File: config.mk
export PLATFORM = sky130hd
export DESIGN_NAME = bfs_supervisor
export DESIGN_NICKNAME = d
export VERILOG_FILES = /design/src/bfs_pkg.sv /design/src/bfs_supervisor.sv /design/src/bfs_sync.sv /design/src/bfs_tick.sv
export SDC_FILE = /design/constraint.sdc
export NUM_CORES = 1
export LEC_CHECK = 0
export BUFFER_PORTS_ARGS = -buffer_cell sky130_fd_sc_hd__buf_2
export CAP_MARGIN = 20
export CORE_MARGIN = 4
export CORE_UTILIZATION = 35
export CTS_BUF_LIST = sky130_fd_sc_hd__clkbuf_8
export CTS_CLUSTER_SIZE = 20
export DETAILED_ROUTE_END_ITERATION = 8
export HOLD_SLACK_MARGIN = 0.03
export MAX_ROUTING_LAYER = met4
export PLACE_DENSITY = 0.58
export REMOVE_ABC_BUFFERS = 1
export SYNTH_ARGS = -nofsm -noshare
export SYNTH_HDL_FRONTEND = slang
export SYNTH_SLANG_ARGS = --single-unit
File: constraint.sdc
create_clock -name ref_clk -period 11.7 [get_ports ref_clk]
set_input_delay 2.34 -clock ref_clk [delete_from_list [all_inputs] [get_ports ref_clk]]
set_output_delay 2.34 -clock ref_clk [all_outputs]
set_load 0.01 [all_outputs]
File: src/bfs_pkg.sv
// Purpose: shared constants and types of the buck fault supervisor
// Assumes: 125 MHz ref_clk, all protection delays built on a 4 us tick except the 2 us power-ok drop
// Notes:   tick counts are derived from the printed times in their units
package bfs_pkg;
    localparam int CLK_PERIOD_NS = 8;
    localparam int TICK_NS = 4000;
    localparam int TICK_CYCLES = TICK_NS / CLK_PERIOD_NS;
    localparam int UV_DELAY_US = 1000;
    localparam int UV_BLANK_US = 1500;
    localparam int PG_RISE_US = 1000;
    localparam int PG_FALL_NS = 2000;
    localparam int SS0_US = 700;
    localparam int SS1_US = 1400;
    localparam int SS2_US = 2800;
    localparam int SS3_US = 5600;
    localparam int HIC_BASE = 257;
    localparam int HIC_EXP_MIN = 8;
    localparam int HIC_WAITS = 7;

    localparam int CNT_W = 16;
    localparam logic [CNT_W-1:0] UV_DELAY_TICKS =
        CNT_W'(UV_DELAY_US * 1000 / TICK_NS);
    localparam logic [CNT_W-1:0] UV_BLANK_TICKS =
        CNT_W'(UV_BLANK_US * 1000 / TICK_NS);
    localparam logic [CNT_W-1:0] PG_RISE_TICKS =
        CNT_W'(PG_RISE_US * 1000 / TICK_NS);
    localparam logic [CNT_W-1:0] PG_FALL_CYC =
        CNT_W'(PG_FALL_NS / CLK_PERIOD_NS);

    // comparator flag positions in the synchronised vector
    localparam int NFLAGS = 9;
    localparam int F_EN = 0;
    localparam int F_WIN = 1;
    localparam int F_OUTER = 2;
    localparam int F_UV = 3;
    localparam int F_OV = 4;
    localparam int F_BOV = 5;
    localparam int F_OC = 6;
    localparam int F_BIAS = 7;
    localparam int F_THERM = 8;

    // register map, byte addresses
    localparam int ADDR_W = 4;
    localparam logic [ADDR_W-1:0] REG_CTRL = 4'h0;
    localparam logic [ADDR_W-1:0] REG_STATUS = 4'h4;
    localparam logic [ADDR_W-1:0] REG_COUNT = 4'h8;
    localparam logic [1:0] CTRL_RESET = 2'h0;
    localparam int ST_MODE_LSB = 0;
    localparam int ST_PG_BIT = 4;
    localparam int ST_HS_BIT = 5;
    localparam int ST_LS_BIT = 6;
    localparam int ST_DIS_BIT = 7;
    localparam int ST_UVARM_BIT = 8;
    localparam int ST_FLAG_LSB = 16;

    typedef enum logic [2:0] {
        BFS_IDLE,
        BFS_SOFT,
        BFS_RUN,
        BFS_OVPULL,
        BFS_HICCUP,
        BFS_LATCH
    } bfs_mode_t;
endpackage

File: src/bfs_supervisor.sv
// Purpose: fault supervisor for a synchronous buck power stage
// Assumes: comparator flags are asynchronous levels; Avalon-MM slave
// Notes:   all delays count 4 us ticks except the 2 us power-ok drop
//
// The Avalon-MM register port and the register addresses were left to the implementer.
`timescale 1ns/1ps
`default_nettype none
module bfs_supervisor #(
    parameter int TICK_CYCLES = bfs_pkg::TICK_CYCLES
) (
    input  wire logic        ref_clk, // 125 MHz clock
    input  wire logic        reset_n, // async reset, active low
    input  wire logic        enableIn, // enable pin, high = on
    input  wire logic        pgWindowIn, // output in -5%..+10%
    input  wire logic        pgOuterIn, // output in -10%..+15%
    input  wire logic        uvCmpIn, // feedback below 70%
    input  wire logic        ovCmpIn, // feedback above 120%
    input  wire logic        backupOvIn, // backup sense above 120%
    input  wire logic        overCurIn, // inductor current over trip
    input  wire logic        biasLockoutIn, // bias rail below lockout
    input  wire logic        thermalIn, // die over temperature
    output logic             hsPermit, // high-side turn-on allowed
    output logic             lsPermit, // low-side drive allowed
    output logic             lsForceOn, // low side forced on
    output logic             dischargeOn, // output discharge switch
    output logic             softStartRun, // reference ramp running
    output logic             powerOkOut, // power-ok pin drive value
    output logic             powerOkOeN, // power-ok pull-down, low=on
    input  wire logic [3:0]  avsAddress, // byte address
    input  wire logic        avsRead, // read strobe
    input  wire logic        avsWrite, // write strobe
    input  wire logic [3:0]  avsByteenable, // byte lanes
    input  wire logic [31:0] avsWritedata, // write data
    output logic      [31:0] avsReaddata, // read data
    output logic             avsWaitrequest  // stall
);
    localparam int CW = bfs_pkg::CNT_W;

    typedef struct packed {
        bfs_pkg::bfs_mode_t mode;
        logic [CW-1:0]      phaseCnt;
        logic [CW-1:0]      blankCnt;
        logic [CW-1:0]      uvCnt;
        logic [CW-1:0]      pgCnt;
        logic [CW-1:0]      pgFallCnt;
        logic               pgOk;
        logic               ovBackup;
        logic               hs;
        logic               ls;
        logic               lsForce;
        logic               discharge;
        logic [1:0]         ssSel;
        logic [15:0]        restarts;
        logic               busAck;
        logic [31:0]        rdData;
    } bfs_state_t;

    bfs_state_t s_r;
    bfs_state_t s_nxt;

    logic [bfs_pkg::NFLAGS-1:0] rawFlags;
    logic [bfs_pkg::NFLAGS-1:0] flags;
    logic                       tick;

    assign rawFlags = {thermalIn, biasLockoutIn, overCurIn, backupOvIn,
                       ovCmpIn, uvCmpIn, pgOuterIn, pgWindowIn, enableIn};

    bfs_sync #(
        .WIDTH (bfs_pkg::NFLAGS)
    ) u_sync (
        .ref_clk (ref_clk),
        .reset_n (reset_n),
        .asyncIn (rawFlags),
        .syncOut (flags)
    );

    bfs_tick #(
        .TICK_CYCLES (TICK_CYCLES)
    ) u_tick (
        .ref_clk (ref_clk),
        .reset_n (reset_n),
        .tick    (tick)
    );

    function automatic logic [CW-1:0] ssTicks(input logic [1:0] sel);
        int us;
        case (sel)
            2'h0:    us = bfs_pkg::SS0_US;
            2'h1:    us = bfs_pkg::SS1_US;
            2'h2:    us = bfs_pkg::SS2_US;
            default: us = bfs_pkg::SS3_US;
        endcase
        return CW'(us * 1000 / bfs_pkg::TICK_NS);
    endfunction

    // seven waits of (2^n + 257) ticks, n tracks the soft-start choice
    function automatic logic [CW-1:0] hiccupTicks(input logic [1:0] sel);
        logic [CW-1:0] w;
        w = (CW'(1) << (bfs_pkg::HIC_EXP_MIN + int'(sel)))
            + CW'(bfs_pkg::HIC_BASE);
        return CW'(bfs_pkg::HIC_WAITS) * w;
    endfunction

    function automatic logic isReg(input logic [3:0] a,
                                   input logic [3:0] off);
        return a[3:2] == off[3:2];
    endfunction

    logic enS;
    logic faultHold;
    logic uvArmed;
    logic ovAny;
    logic running;
    logic [31:0] statusWord;

    always_comb begin
        enS       = flags[bfs_pkg::F_EN];
        faultHold = flags[bfs_pkg::F_BIAS] | flags[bfs_pkg::F_THERM];
        uvArmed   = (s_r.blankCnt == bfs_pkg::UV_BLANK_TICKS);
        ovAny     = flags[bfs_pkg::F_OV] | flags[bfs_pkg::F_BOV];
        statusWord = '0;
        statusWord[bfs_pkg::ST_MODE_LSB +: 3] = s_r.mode;
        statusWord[bfs_pkg::ST_PG_BIT] = s_r.pgOk;
        statusWord[bfs_pkg::ST_HS_BIT] = s_r.hs;
        statusWord[bfs_pkg::ST_LS_BIT] = s_r.ls;
        statusWord[bfs_pkg::ST_DIS_BIT] = s_r.discharge;
        statusWord[bfs_pkg::ST_UVARM_BIT] = uvArmed;
        statusWord[bfs_pkg::ST_FLAG_LSB +: bfs_pkg::NFLAGS] = flags;
    end

    always_comb begin
        s_nxt = s_r;

        // one wait state, then the registered answer stands
        s_nxt.busAck = 1'b0;
        if ((avsRead || avsWrite) && !s_r.busAck) begin
            s_nxt.busAck = 1'b1;
            s_nxt.rdData = '0;
            if (avsRead) begin
                if (isReg(avsAddress, bfs_pkg::REG_CTRL)) begin
                    s_nxt.rdData = {30'h0, s_r.ssSel};
                end else if (isReg(avsAddress, bfs_pkg::REG_STATUS)) begin
                    s_nxt.rdData = statusWord;
                end else if (isReg(avsAddress, bfs_pkg::REG_COUNT)) begin
                    s_nxt.rdData = {16'h0, s_r.restarts};
                end
            end
        end
        // write lands on the edge that sees waitrequest low
        if (avsWrite && s_r.busAck && avsByteenable[0]
            && isReg(avsAddress, bfs_pkg::REG_CTRL)) begin
            s_nxt.ssSel = avsWritedata[1:0];
        end

        case (s_r.mode)
            bfs_pkg::BFS_IDLE: begin
                if (enS && !faultHold) begin
                    s_nxt.mode     = bfs_pkg::BFS_SOFT;
                    s_nxt.phaseCnt = '0;
                end
            end
            bfs_pkg::BFS_SOFT: begin
                if (ovAny) begin
                    s_nxt.mode     = bfs_pkg::BFS_OVPULL;
                    s_nxt.ovBackup = !flags[bfs_pkg::F_OV];
                    s_nxt.uvCnt    = '0;
                end else if (tick) begin
                    s_nxt.phaseCnt = s_r.phaseCnt + CW'(1);
                    if (s_r.phaseCnt + CW'(1) >= ssTicks(s_r.ssSel)) begin
                        s_nxt.mode     = bfs_pkg::BFS_RUN;
                        s_nxt.blankCnt = '0;
                        s_nxt.uvCnt    = '0;
                        s_nxt.pgCnt    = '0;
                    end
                end
            end
            bfs_pkg::BFS_RUN: begin
                if (tick && !uvArmed) begin
                    s_nxt.blankCnt = s_r.blankCnt + CW'(1);
                end
                if (ovAny) begin
                    s_nxt.mode     = bfs_pkg::BFS_OVPULL;
                    s_nxt.ovBackup = !flags[bfs_pkg::F_OV];
                    s_nxt.uvCnt    = '0;
                end else if (uvArmed && flags[bfs_pkg::F_UV]) begin
                    if (tick) begin
                        s_nxt.uvCnt = s_r.uvCnt + CW'(1);
                        if (s_r.uvCnt + CW'(1) >= bfs_pkg::UV_DELAY_TICKS)
                        begin
                            s_nxt.mode     = bfs_pkg::BFS_HICCUP;
                            s_nxt.phaseCnt = '0;
                        end
                    end
                end else begin
                    s_nxt.uvCnt = '0;
                end
            end
            bfs_pkg::BFS_OVPULL: begin
                if (flags[bfs_pkg::F_UV]) begin
                    if (s_r.ovBackup) begin
                        s_nxt.mode = bfs_pkg::BFS_LATCH;
                    end else if (tick) begin
                        s_nxt.uvCnt = s_r.uvCnt + CW'(1);
                        if (s_r.uvCnt + CW'(1) >= bfs_pkg::UV_DELAY_TICKS)
                        begin
                            s_nxt.mode = bfs_pkg::BFS_LATCH;
                        end
                    end
                end else begin
                    s_nxt.uvCnt = '0;
                end
            end
            bfs_pkg::BFS_HICCUP: begin
                if (tick) begin
                    s_nxt.phaseCnt = s_r.phaseCnt + CW'(1);
                    if (s_r.phaseCnt + CW'(1) >= hiccupTicks(s_r.ssSel))
                    begin
                        s_nxt.mode     = bfs_pkg::BFS_SOFT;
                        s_nxt.phaseCnt = '0;
                        s_nxt.restarts = s_r.restarts + 16'h0001;
                    end
                end
            end
            bfs_pkg::BFS_LATCH: begin
                // held until enable drops or a lockout clears the latch
            end
            default: begin
                s_nxt.mode = bfs_pkg::BFS_IDLE;
            end
        endcase

        // non-latching shutdowns override everything, incl. latches
        if (!enS || faultHold) begin
            s_nxt.mode     = bfs_pkg::BFS_IDLE;
            s_nxt.phaseCnt = '0;
            s_nxt.uvCnt    = '0;
            s_nxt.blankCnt = '0;
        end

        // power-ok judged only while regulating after soft-start
        if (s_nxt.mode == bfs_pkg::BFS_RUN
            && s_r.mode == bfs_pkg::BFS_RUN) begin
            if (!s_r.pgOk) begin
                s_nxt.pgFallCnt = '0;
                if (flags[bfs_pkg::F_WIN]) begin
                    if (tick) begin
                        s_nxt.pgCnt = s_r.pgCnt + CW'(1);
                        if (s_r.pgCnt + CW'(1) >= bfs_pkg::PG_RISE_TICKS)
                        begin
                            s_nxt.pgOk = 1'b1;
                        end
                    end
                end else begin
                    s_nxt.pgCnt = '0;
                end
            end else if (!flags[bfs_pkg::F_OUTER]) begin
                s_nxt.pgFallCnt = s_r.pgFallCnt + CW'(1);
                if (s_r.pgFallCnt + CW'(1) >= bfs_pkg::PG_FALL_CYC) begin
                    s_nxt.pgOk      = 1'b0;
                    s_nxt.pgCnt     = '0;
                    s_nxt.pgFallCnt = '0;
                end
            end else begin
                s_nxt.pgFallCnt = '0;
            end
        end else begin
            s_nxt.pgOk      = 1'b0;
            s_nxt.pgCnt     = '0;
            s_nxt.pgFallCnt = '0;
        end

        running = (s_nxt.mode == bfs_pkg::BFS_SOFT)
                  || (s_nxt.mode == bfs_pkg::BFS_RUN);
        // valley limit: off time stretches while current is over trip
        s_nxt.hs        = running && !flags[bfs_pkg::F_OC];
        s_nxt.ls        = running
                          || (s_nxt.mode == bfs_pkg::BFS_OVPULL);
        s_nxt.lsForce   = (s_nxt.mode == bfs_pkg::BFS_OVPULL);
        s_nxt.discharge = !enS;
    end

    always_ff @(posedge ref_clk or negedge reset_n) begin
        if (!reset_n) begin
            s_r       <= '0;
            s_r.mode  <= bfs_pkg::BFS_IDLE;
            s_r.ssSel <= bfs_pkg::CTRL_RESET;
        end else begin
            s_r <= s_nxt;
        end
    end

    assign hsPermit       = s_r.hs;
    assign lsPermit       = s_r.ls;
    assign lsForceOn      = s_r.lsForce;
    assign dischargeOn    = s_r.discharge;
    assign softStartRun   = (s_r.mode == bfs_pkg::BFS_SOFT);
    assign powerOkOut     = 1'b0;
    assign powerOkOeN     = s_r.pgOk;
    assign avsReaddata    = s_r.rdData;
    assign avsWaitrequest = (avsRead || avsWrite) && !s_r.busAck;
endmodule
`default_nettype wire

File: src/bfs_sync.sv
// Purpose: two-flop synchroniser bank for asynchronous comparator flags
// Assumes: flags are quasi-static levels from analog comparators
// Notes:   first stage feeds only the second stage
`timescale 1ns/1ps
`default_nettype none
module bfs_sync #(
    parameter int WIDTH = 1
) (
    input  wire logic             ref_clk,   // system clock
    input  wire logic             reset_n,   // async reset, active low
    input  wire logic [WIDTH-1:0] asyncIn,   // raw flags
    output logic      [WIDTH-1:0] syncOut    // synchronised flags
);
    typedef struct packed {
        logic [WIDTH-1:0] meta;
        logic [WIDTH-1:0] sync;
    } bfs_sync_st_t;

    bfs_sync_st_t s_r;
    bfs_sync_st_t s_nxt;

    always_comb begin
        s_nxt      = s_r;
        s_nxt.meta = asyncIn;
        s_nxt.sync = s_r.meta;
    end

    always_ff @(posedge ref_clk or negedge reset_n) begin
        if (!reset_n) begin
            s_r <= '0;
        end else begin
            s_r <= s_nxt;
        end
    end

    assign syncOut = s_r.sync;
endmodule
`default_nettype wire

File: src/bfs_tick.sv
// Purpose: internal timebase, one-cycle pulse every TICK_CYCLES clocks
// Assumes: TICK_CYCLES is at least 2
// Notes:   shortening TICK_CYCLES scales every protection delay together except the 250-clock power-ok drop
`timescale 1ns/1ps
`default_nettype none
module bfs_tick #(
    parameter int TICK_CYCLES = bfs_pkg::TICK_CYCLES
) (
    input  wire logic ref_clk,   // system clock
    input  wire logic reset_n,   // async reset, active low
    output logic      tick       // one-cycle pulse
);
    typedef struct packed {
        logic [15:0] cnt;
        logic        pulse;
    } bfs_tick_st_t;

    bfs_tick_st_t s_r;
    bfs_tick_st_t s_nxt;

    always_comb begin
        s_nxt       = s_r;
        s_nxt.pulse = 1'b0;
        if (s_r.cnt == 16'(TICK_CYCLES - 1)) begin
            s_nxt.cnt   = '0;
            s_nxt.pulse = 1'b1;
        end else begin
            s_nxt.cnt = s_r.cnt + 16'h0001;
        end
    end

    always_ff @(posedge ref_clk or negedge reset_n) begin
        if (!reset_n) begin
            s_r <= '0;
        end else begin
            s_r <= s_nxt;
        end
    end

    assign tick = s_r.pulse;
endmodule
`default_nettype wire

==> metrics.md <==
| Metric | Value |
|---|---|
| Setup_tns | 0 ns |
| Clock latency of the later-clocked register in the worst-skew pair | 0.46 ns |
| Worst IR Drop VDD | 0.0798 mV |
| Count of instances resized after the clock tree is built | 0 |
| Number of DRC violations after detailed routing | 0 |
| Drt pass-1 iters | 6 |
| Total Wirelength | 23400 um |
| Clock slew at the register clock pins of the worst setup and hold paths | 0.10 ns |
| Layout filler cell count | 2979 |
| Setup CP Type | reg -> reg |
| Maximum number of buffers from clock root to sink | 2 |
| Post-synthesis share of cell area spent on full adders, half adders and majority gates | 6.88% |
| Number of buffers inserted during clock tree synthesis | 17 |
| Portion of total power attributed to combinational logic | 28.2% |
| Floorplan core area | 0.0296 mm2 |
| Required time of the critical path | 12.06 ns |
| Routed vias/inst | 5.30 |
| Sequential-to-total area share from yosys stat | 40.1% |
| Post-synthesis compound-gate area fraction | 18.7% |
| Fraction of power consumed by sequential logic | 40.5% |
| Count of antenna diodes in the layout | 0 |
| Total instance count after detailed placement | 1562 |
| Clock net sink count | 168 |
| Post-CTS setup buffers | 0 |
| Seq cells post-synth | 168 |
| Finished Layout Cells | 1595 |
| Top flip-flop cell by instance count after synthesis | sky130_fd_sc_hd__dfrtp_1 |
| Placement row count | 63 |
| Initial antenna violation count | 0 |
| Critical path capture point type | flip-flop |
| Final-stage net count | 1302 |
| Most frequent cell after synthesis | sky130_fd_sc_hd__dfrtp_1 |
| Max Transition Viols Final | 0 |
| Root buffer selected by CTS | sky130_fd_sc_hd__clkbuf_8 |
| Setup repair after global routing missed its margin | false |
| Top cells by instance count after synthesis | 168 x sky130_fd_sc_hd__dfrtp_1, 116 x sky130_fd_sc_hd__nand2_1, 101 x sky130_fd_sc_hd__o21ai_0, 99 x sky130_fd_sc_hd__nor2_1, 56 x sky130_fd_sc_hd__ha_1 |
| Number of warnings reported in the yosys synthesis log | 0 |
| Netlist Area Pre-Place | 0.0105 mm2 |
| Initial core utilization | 35.5% |
| Gr ovfl total | 0 |
| Area share of xor/xnor cells in the synthesized design | 5.26% |
| Status | complete, no violations |
| Count of pins on the block boundary | 93 |
| Fraction of final layout cells with drive strength greater than 1 | 10.1% |
| Total die area | 0.0328 mm2 |
| Ratio of final minimum period to clock period | 63.2% |
| Count of mapped cells out of synthesis | 1182 |
| HPWL after detailed placement | 16400 um |
| Crit path max fanout | 21 |
| Worst Max-Slew Pin Slew | 0.900 ns |
| Area Overhead vs Synth | 8.34% |
| PwrDens | 131 mW/mm2 |
| Crit start category | flip-flop |
| TritonCTS clock tree | built |
| Top cell type by total area after synthesis | sky130_fd_sc_hd__dfrtp_1 |
| Dominant cells by area after synthesis | sky130_fd_sc_hd__dfrtp_1 40%, sky130_fd_sc_hd__ha_1 6.7%, sky130_fd_sc_hd__o21ai_0 4.8% |
| Global router's overall resource usage | 14.7% |
| Number of global-route vias before repair | 7992 |
| Die Wd | 181 um |
| Area share of the largest cell type after synthesis | 40.1% |
| Proportion of power drawn by the clock network | 31.3% |
| Pint | 0.973 mW |
| Average instance area after synthesis | 8.87 um2 |
| Final Critical Period | 7.39 ns |
| Number of endpoints with negative hold slack in the final report | 0 |
| Wire length of the first global-routing pass | 40100 um |
| Standby leakage power | 5.14 nW |
| Setup violation total in the final timing report | 0 |
| Die boundary height | 181 um |
| Switching share of power | 34.5% |
| Count of port buffers added during placement | 49 |
| Detailed Route Iter0 Violations | 480 |
| Reported net switching power | 0.512 mW |
| Post-synth EDFFs | 0 |
| Worst hold path class | reg -> reg |
| Max-Slew Margin vs Limit | 40.0% |
| Clock tree skew after final layout | 0.0164 ns |
| Hold-fix buffers at CTS | 0 |
| FMAX | 0.135 GHz |
| Count of antenna-violating nets left after detailed routing | 0 |
| Fraction of registers with async set/reset | 100% |
| Post-synthesis share of cell area spent on and, or, nand and nor gates | 21.8% |
| Weighted congestion at the end of routability-driven global placement | 0.871 |
| Number of library cell types mapped by synthesis | 82 |
| Critical Path AT | 7.75 ns |
| Wire per inst | 14.7 um |
| Total number of H-tree levels | 4 |
| # Max-Cap Violations | 0 |
| Main combinational cell family by area after synthesis | simple AND/OR/NAND/NOR gates |
| Pin count of the biggest net entering global routing | 92 |
| Share of cell area taken by muxes after synthesis | 0.704% |
| Total number of vias | 8451 |
==> per-stage QoR <==
step	utilization, %	total power [mW]	setup WS, ns	area (um2)	hold slack [ns]
final	38.4	1.49	4.31	11400	0.359
after global placement	36.8	1.02	4.35	10900	0.332
after floorplan	-	0.916	5.72	10100	0.331
after detailed placement	36.8	1.03	4.38	10900	0.336
after global routing	38.4	1.57	3.72	11400	0.373
after CTS	38.3	1.49	4.34	11300	0.361
==> metal layers <==
| metal | vias up | routed length (um) | global-route usage (%) |
|---|---|---|---|
| li1 | 4206 | - | - |
| met1 | 4053 | 11000 | 20.0 |
| met2 | 173 | 11200 | 23.6 |
| met3 | 19 | 912 | 2.32 |
| met4 | 0 | 255 | 3.21 |
| met5 | - | 0 | - |
==> cell families after synthesis <==
kind of cell,count (synthesis)
fa+ha+maj,57
flops,168
other cells,2
buf+inv,137
simple gates,451
xor+xnor,63
mux,7
compound gates,297
==> final timing paths <==
| kind | startpoint | endpoint | slack (ns) | cells past startpoint |
|---|---|---|---|---|
| worst min-delay path | u_sync.s_nxt[3]$_DFF_PN0_ | u_sync.syncOut[3]$_DFF_PN0_ | 0.36 | 0 |
| worst min register to register | u_sync.s_nxt[3]$_DFF_PN0_ | u_sync.syncOut[3]$_DFF_PN0_ | 0.36 | 0 |
| min in group asynchronous | reset_n | s_r[111]$_DFFE_PN0P_ | 1.93 | 1 |
| max in group asynchronous | reset_n | s_r[89]$_DFFE_PN0P_ | 8.58 | 3 |
| worst max-delay path | s_r[49]$_DFFE_PN0P_ | s_r[119]$_DFFE_PN0P_ | 4.31 | 25 |
| worst max register to register | s_r[49]$_DFFE_PN0P_ | s_r[119]$_DFFE_PN0P_ | 4.31 | 25 |
==> power by group through the flow <==
stage	Sequential [mW]	Combinational, mW	Clock, mW
3_3_place_gp	0.613	0.409	0
3_5_place_dp	0.613	0.412	0
4_1_cts	0.602	0.413	0.478
2_1_floorplan	0.611	0.305	0
6_report	0.602	0.418	0.465
5_1_grt	0.603	0.465	0.501
==> worst max-delay path, stage by stage, from the launching register on <==
cell	delay (ns)
sky130_fd_sc_hd__dfrtp_1	0.48
sky130_fd_sc_hd__inv_1	0.18
sky130_fd_sc_hd__ha_1	0.69
sky130_fd_sc_hd__nand2_1	0.15
sky130_fd_sc_hd__xor2_1	0.19
sky130_fd_sc_hd__ha_1	0.27
sky130_fd_sc_hd__ha_1	0.36
sky130_fd_sc_hd__xnor2_1	0.49
sky130_fd_sc_hd__o21ai_1	0.27
sky130_fd_sc_hd__a211o_1	0.33
sky130_fd_sc_hd__a211oi_2	0.31
sky130_fd_sc_hd__nor4_2	0.12
sky130_fd_sc_hd__nand2b_1	0.21
sky130_fd_sc_hd__nand2_1	0.07
sky130_fd_sc_hd__a21oi_1	0.07
sky130_fd_sc_hd__o211a_1	0.23
sky130_fd_sc_hd__o211a_1	0.22
sky130_fd_sc_hd__ha_1	0.26
sky130_fd_sc_hd__o21a_1	0.12
sky130_fd_sc_hd__o2111ai_1	0.09
sky130_fd_sc_hd__o21ai_0	0.58
sky130_fd_sc_hd__nand2_1	0.10
sky130_fd_sc_hd__o21ai_0	0.24
sky130_fd_sc_hd__a31oi_2	0.37
sky130_fd_sc_hd__nand2b_1	0.51
sky130_fd_sc_hd__o31ai_1	0.36
==> final cells by class <==
class	count	area [um2]	area share [%]
clock buffer	19	262	2.30
clock inverter	13	186	1.64
inverter	54	203	1.78
multi-input combinational	892	5670	49.9
sequential	168	4200	37.0
tap	390	488	4.30
timing repair buffer	59	347	3.05
==> registers in the layout, indices dropped and copies added, names as in the netlist <==
register / flops
avsReaddata: 25
dischargeOn: 1
hsPermit: 1
lsForceOn: 1
lsPermit: 1
powerOkOeN: 1
s_r: 103
u_sync.s_nxt: 9
u_sync.syncOut: 9
u_tick.s_r: 16
u_tick.tick: 1
==> layout by cell type, fill, tap and decap left out, types with 5 or more instances in the layout <==
master,count
sky130_fd_sc_hd__xnor2_1,42
sky130_fd_sc_hd__o21ai_0,101
sky130_fd_sc_hd__or3_1,9
sky130_fd_sc_hd__or4_1,5
sky130_fd_sc_hd__buf_2,48
sky130_fd_sc_hd__a222oi_1,5
sky130_fd_sc_hd__clkbuf_8,19
sky130_fd_sc_hd__o22ai_1,13
sky130_fd_sc_hd__and4_1,5
sky130_fd_sc_hd__o31ai_1,21
sky130_fd_sc_hd__dfrtp_1,168
sky130_fd_sc_hd__o41ai_1,5
sky130_fd_sc_hd__and2_1,12
sky130_fd_sc_hd__o21a_1,6
sky130_fd_sc_hd__a22o_1,16
sky130_fd_sc_hd__nor2b_1,12
sky130_fd_sc_hd__a21oi_1,43
sky130_fd_sc_hd__xor2_1,21
sky130_fd_sc_hd__inv_1,54
sky130_fd_sc_hd__nor4_1,10
sky130_fd_sc_hd__nor3_1,25
sky130_fd_sc_hd__ha_1,56
sky130_fd_sc_hd__or2_2,6
sky130_fd_sc_hd__a31oi_1,14
sky130_fd_sc_hd__and3_1,37
sky130_fd_sc_hd__conb_1,17
sky130_fd_sc_hd__nand4_1,18
sky130_fd_sc_hd__o21ai_1,7
sky130_fd_sc_hd__nand2b_1,24
sky130_fd_sc_hd__buf_4,9
sky130_fd_sc_hd__nor2_1,99
sky130_fd_sc_hd__nand2_1,116
sky130_fd_sc_hd__a21o_1,8
sky130_fd_sc_hd__nand3_1,54
(Power assumes the default switching activity.)
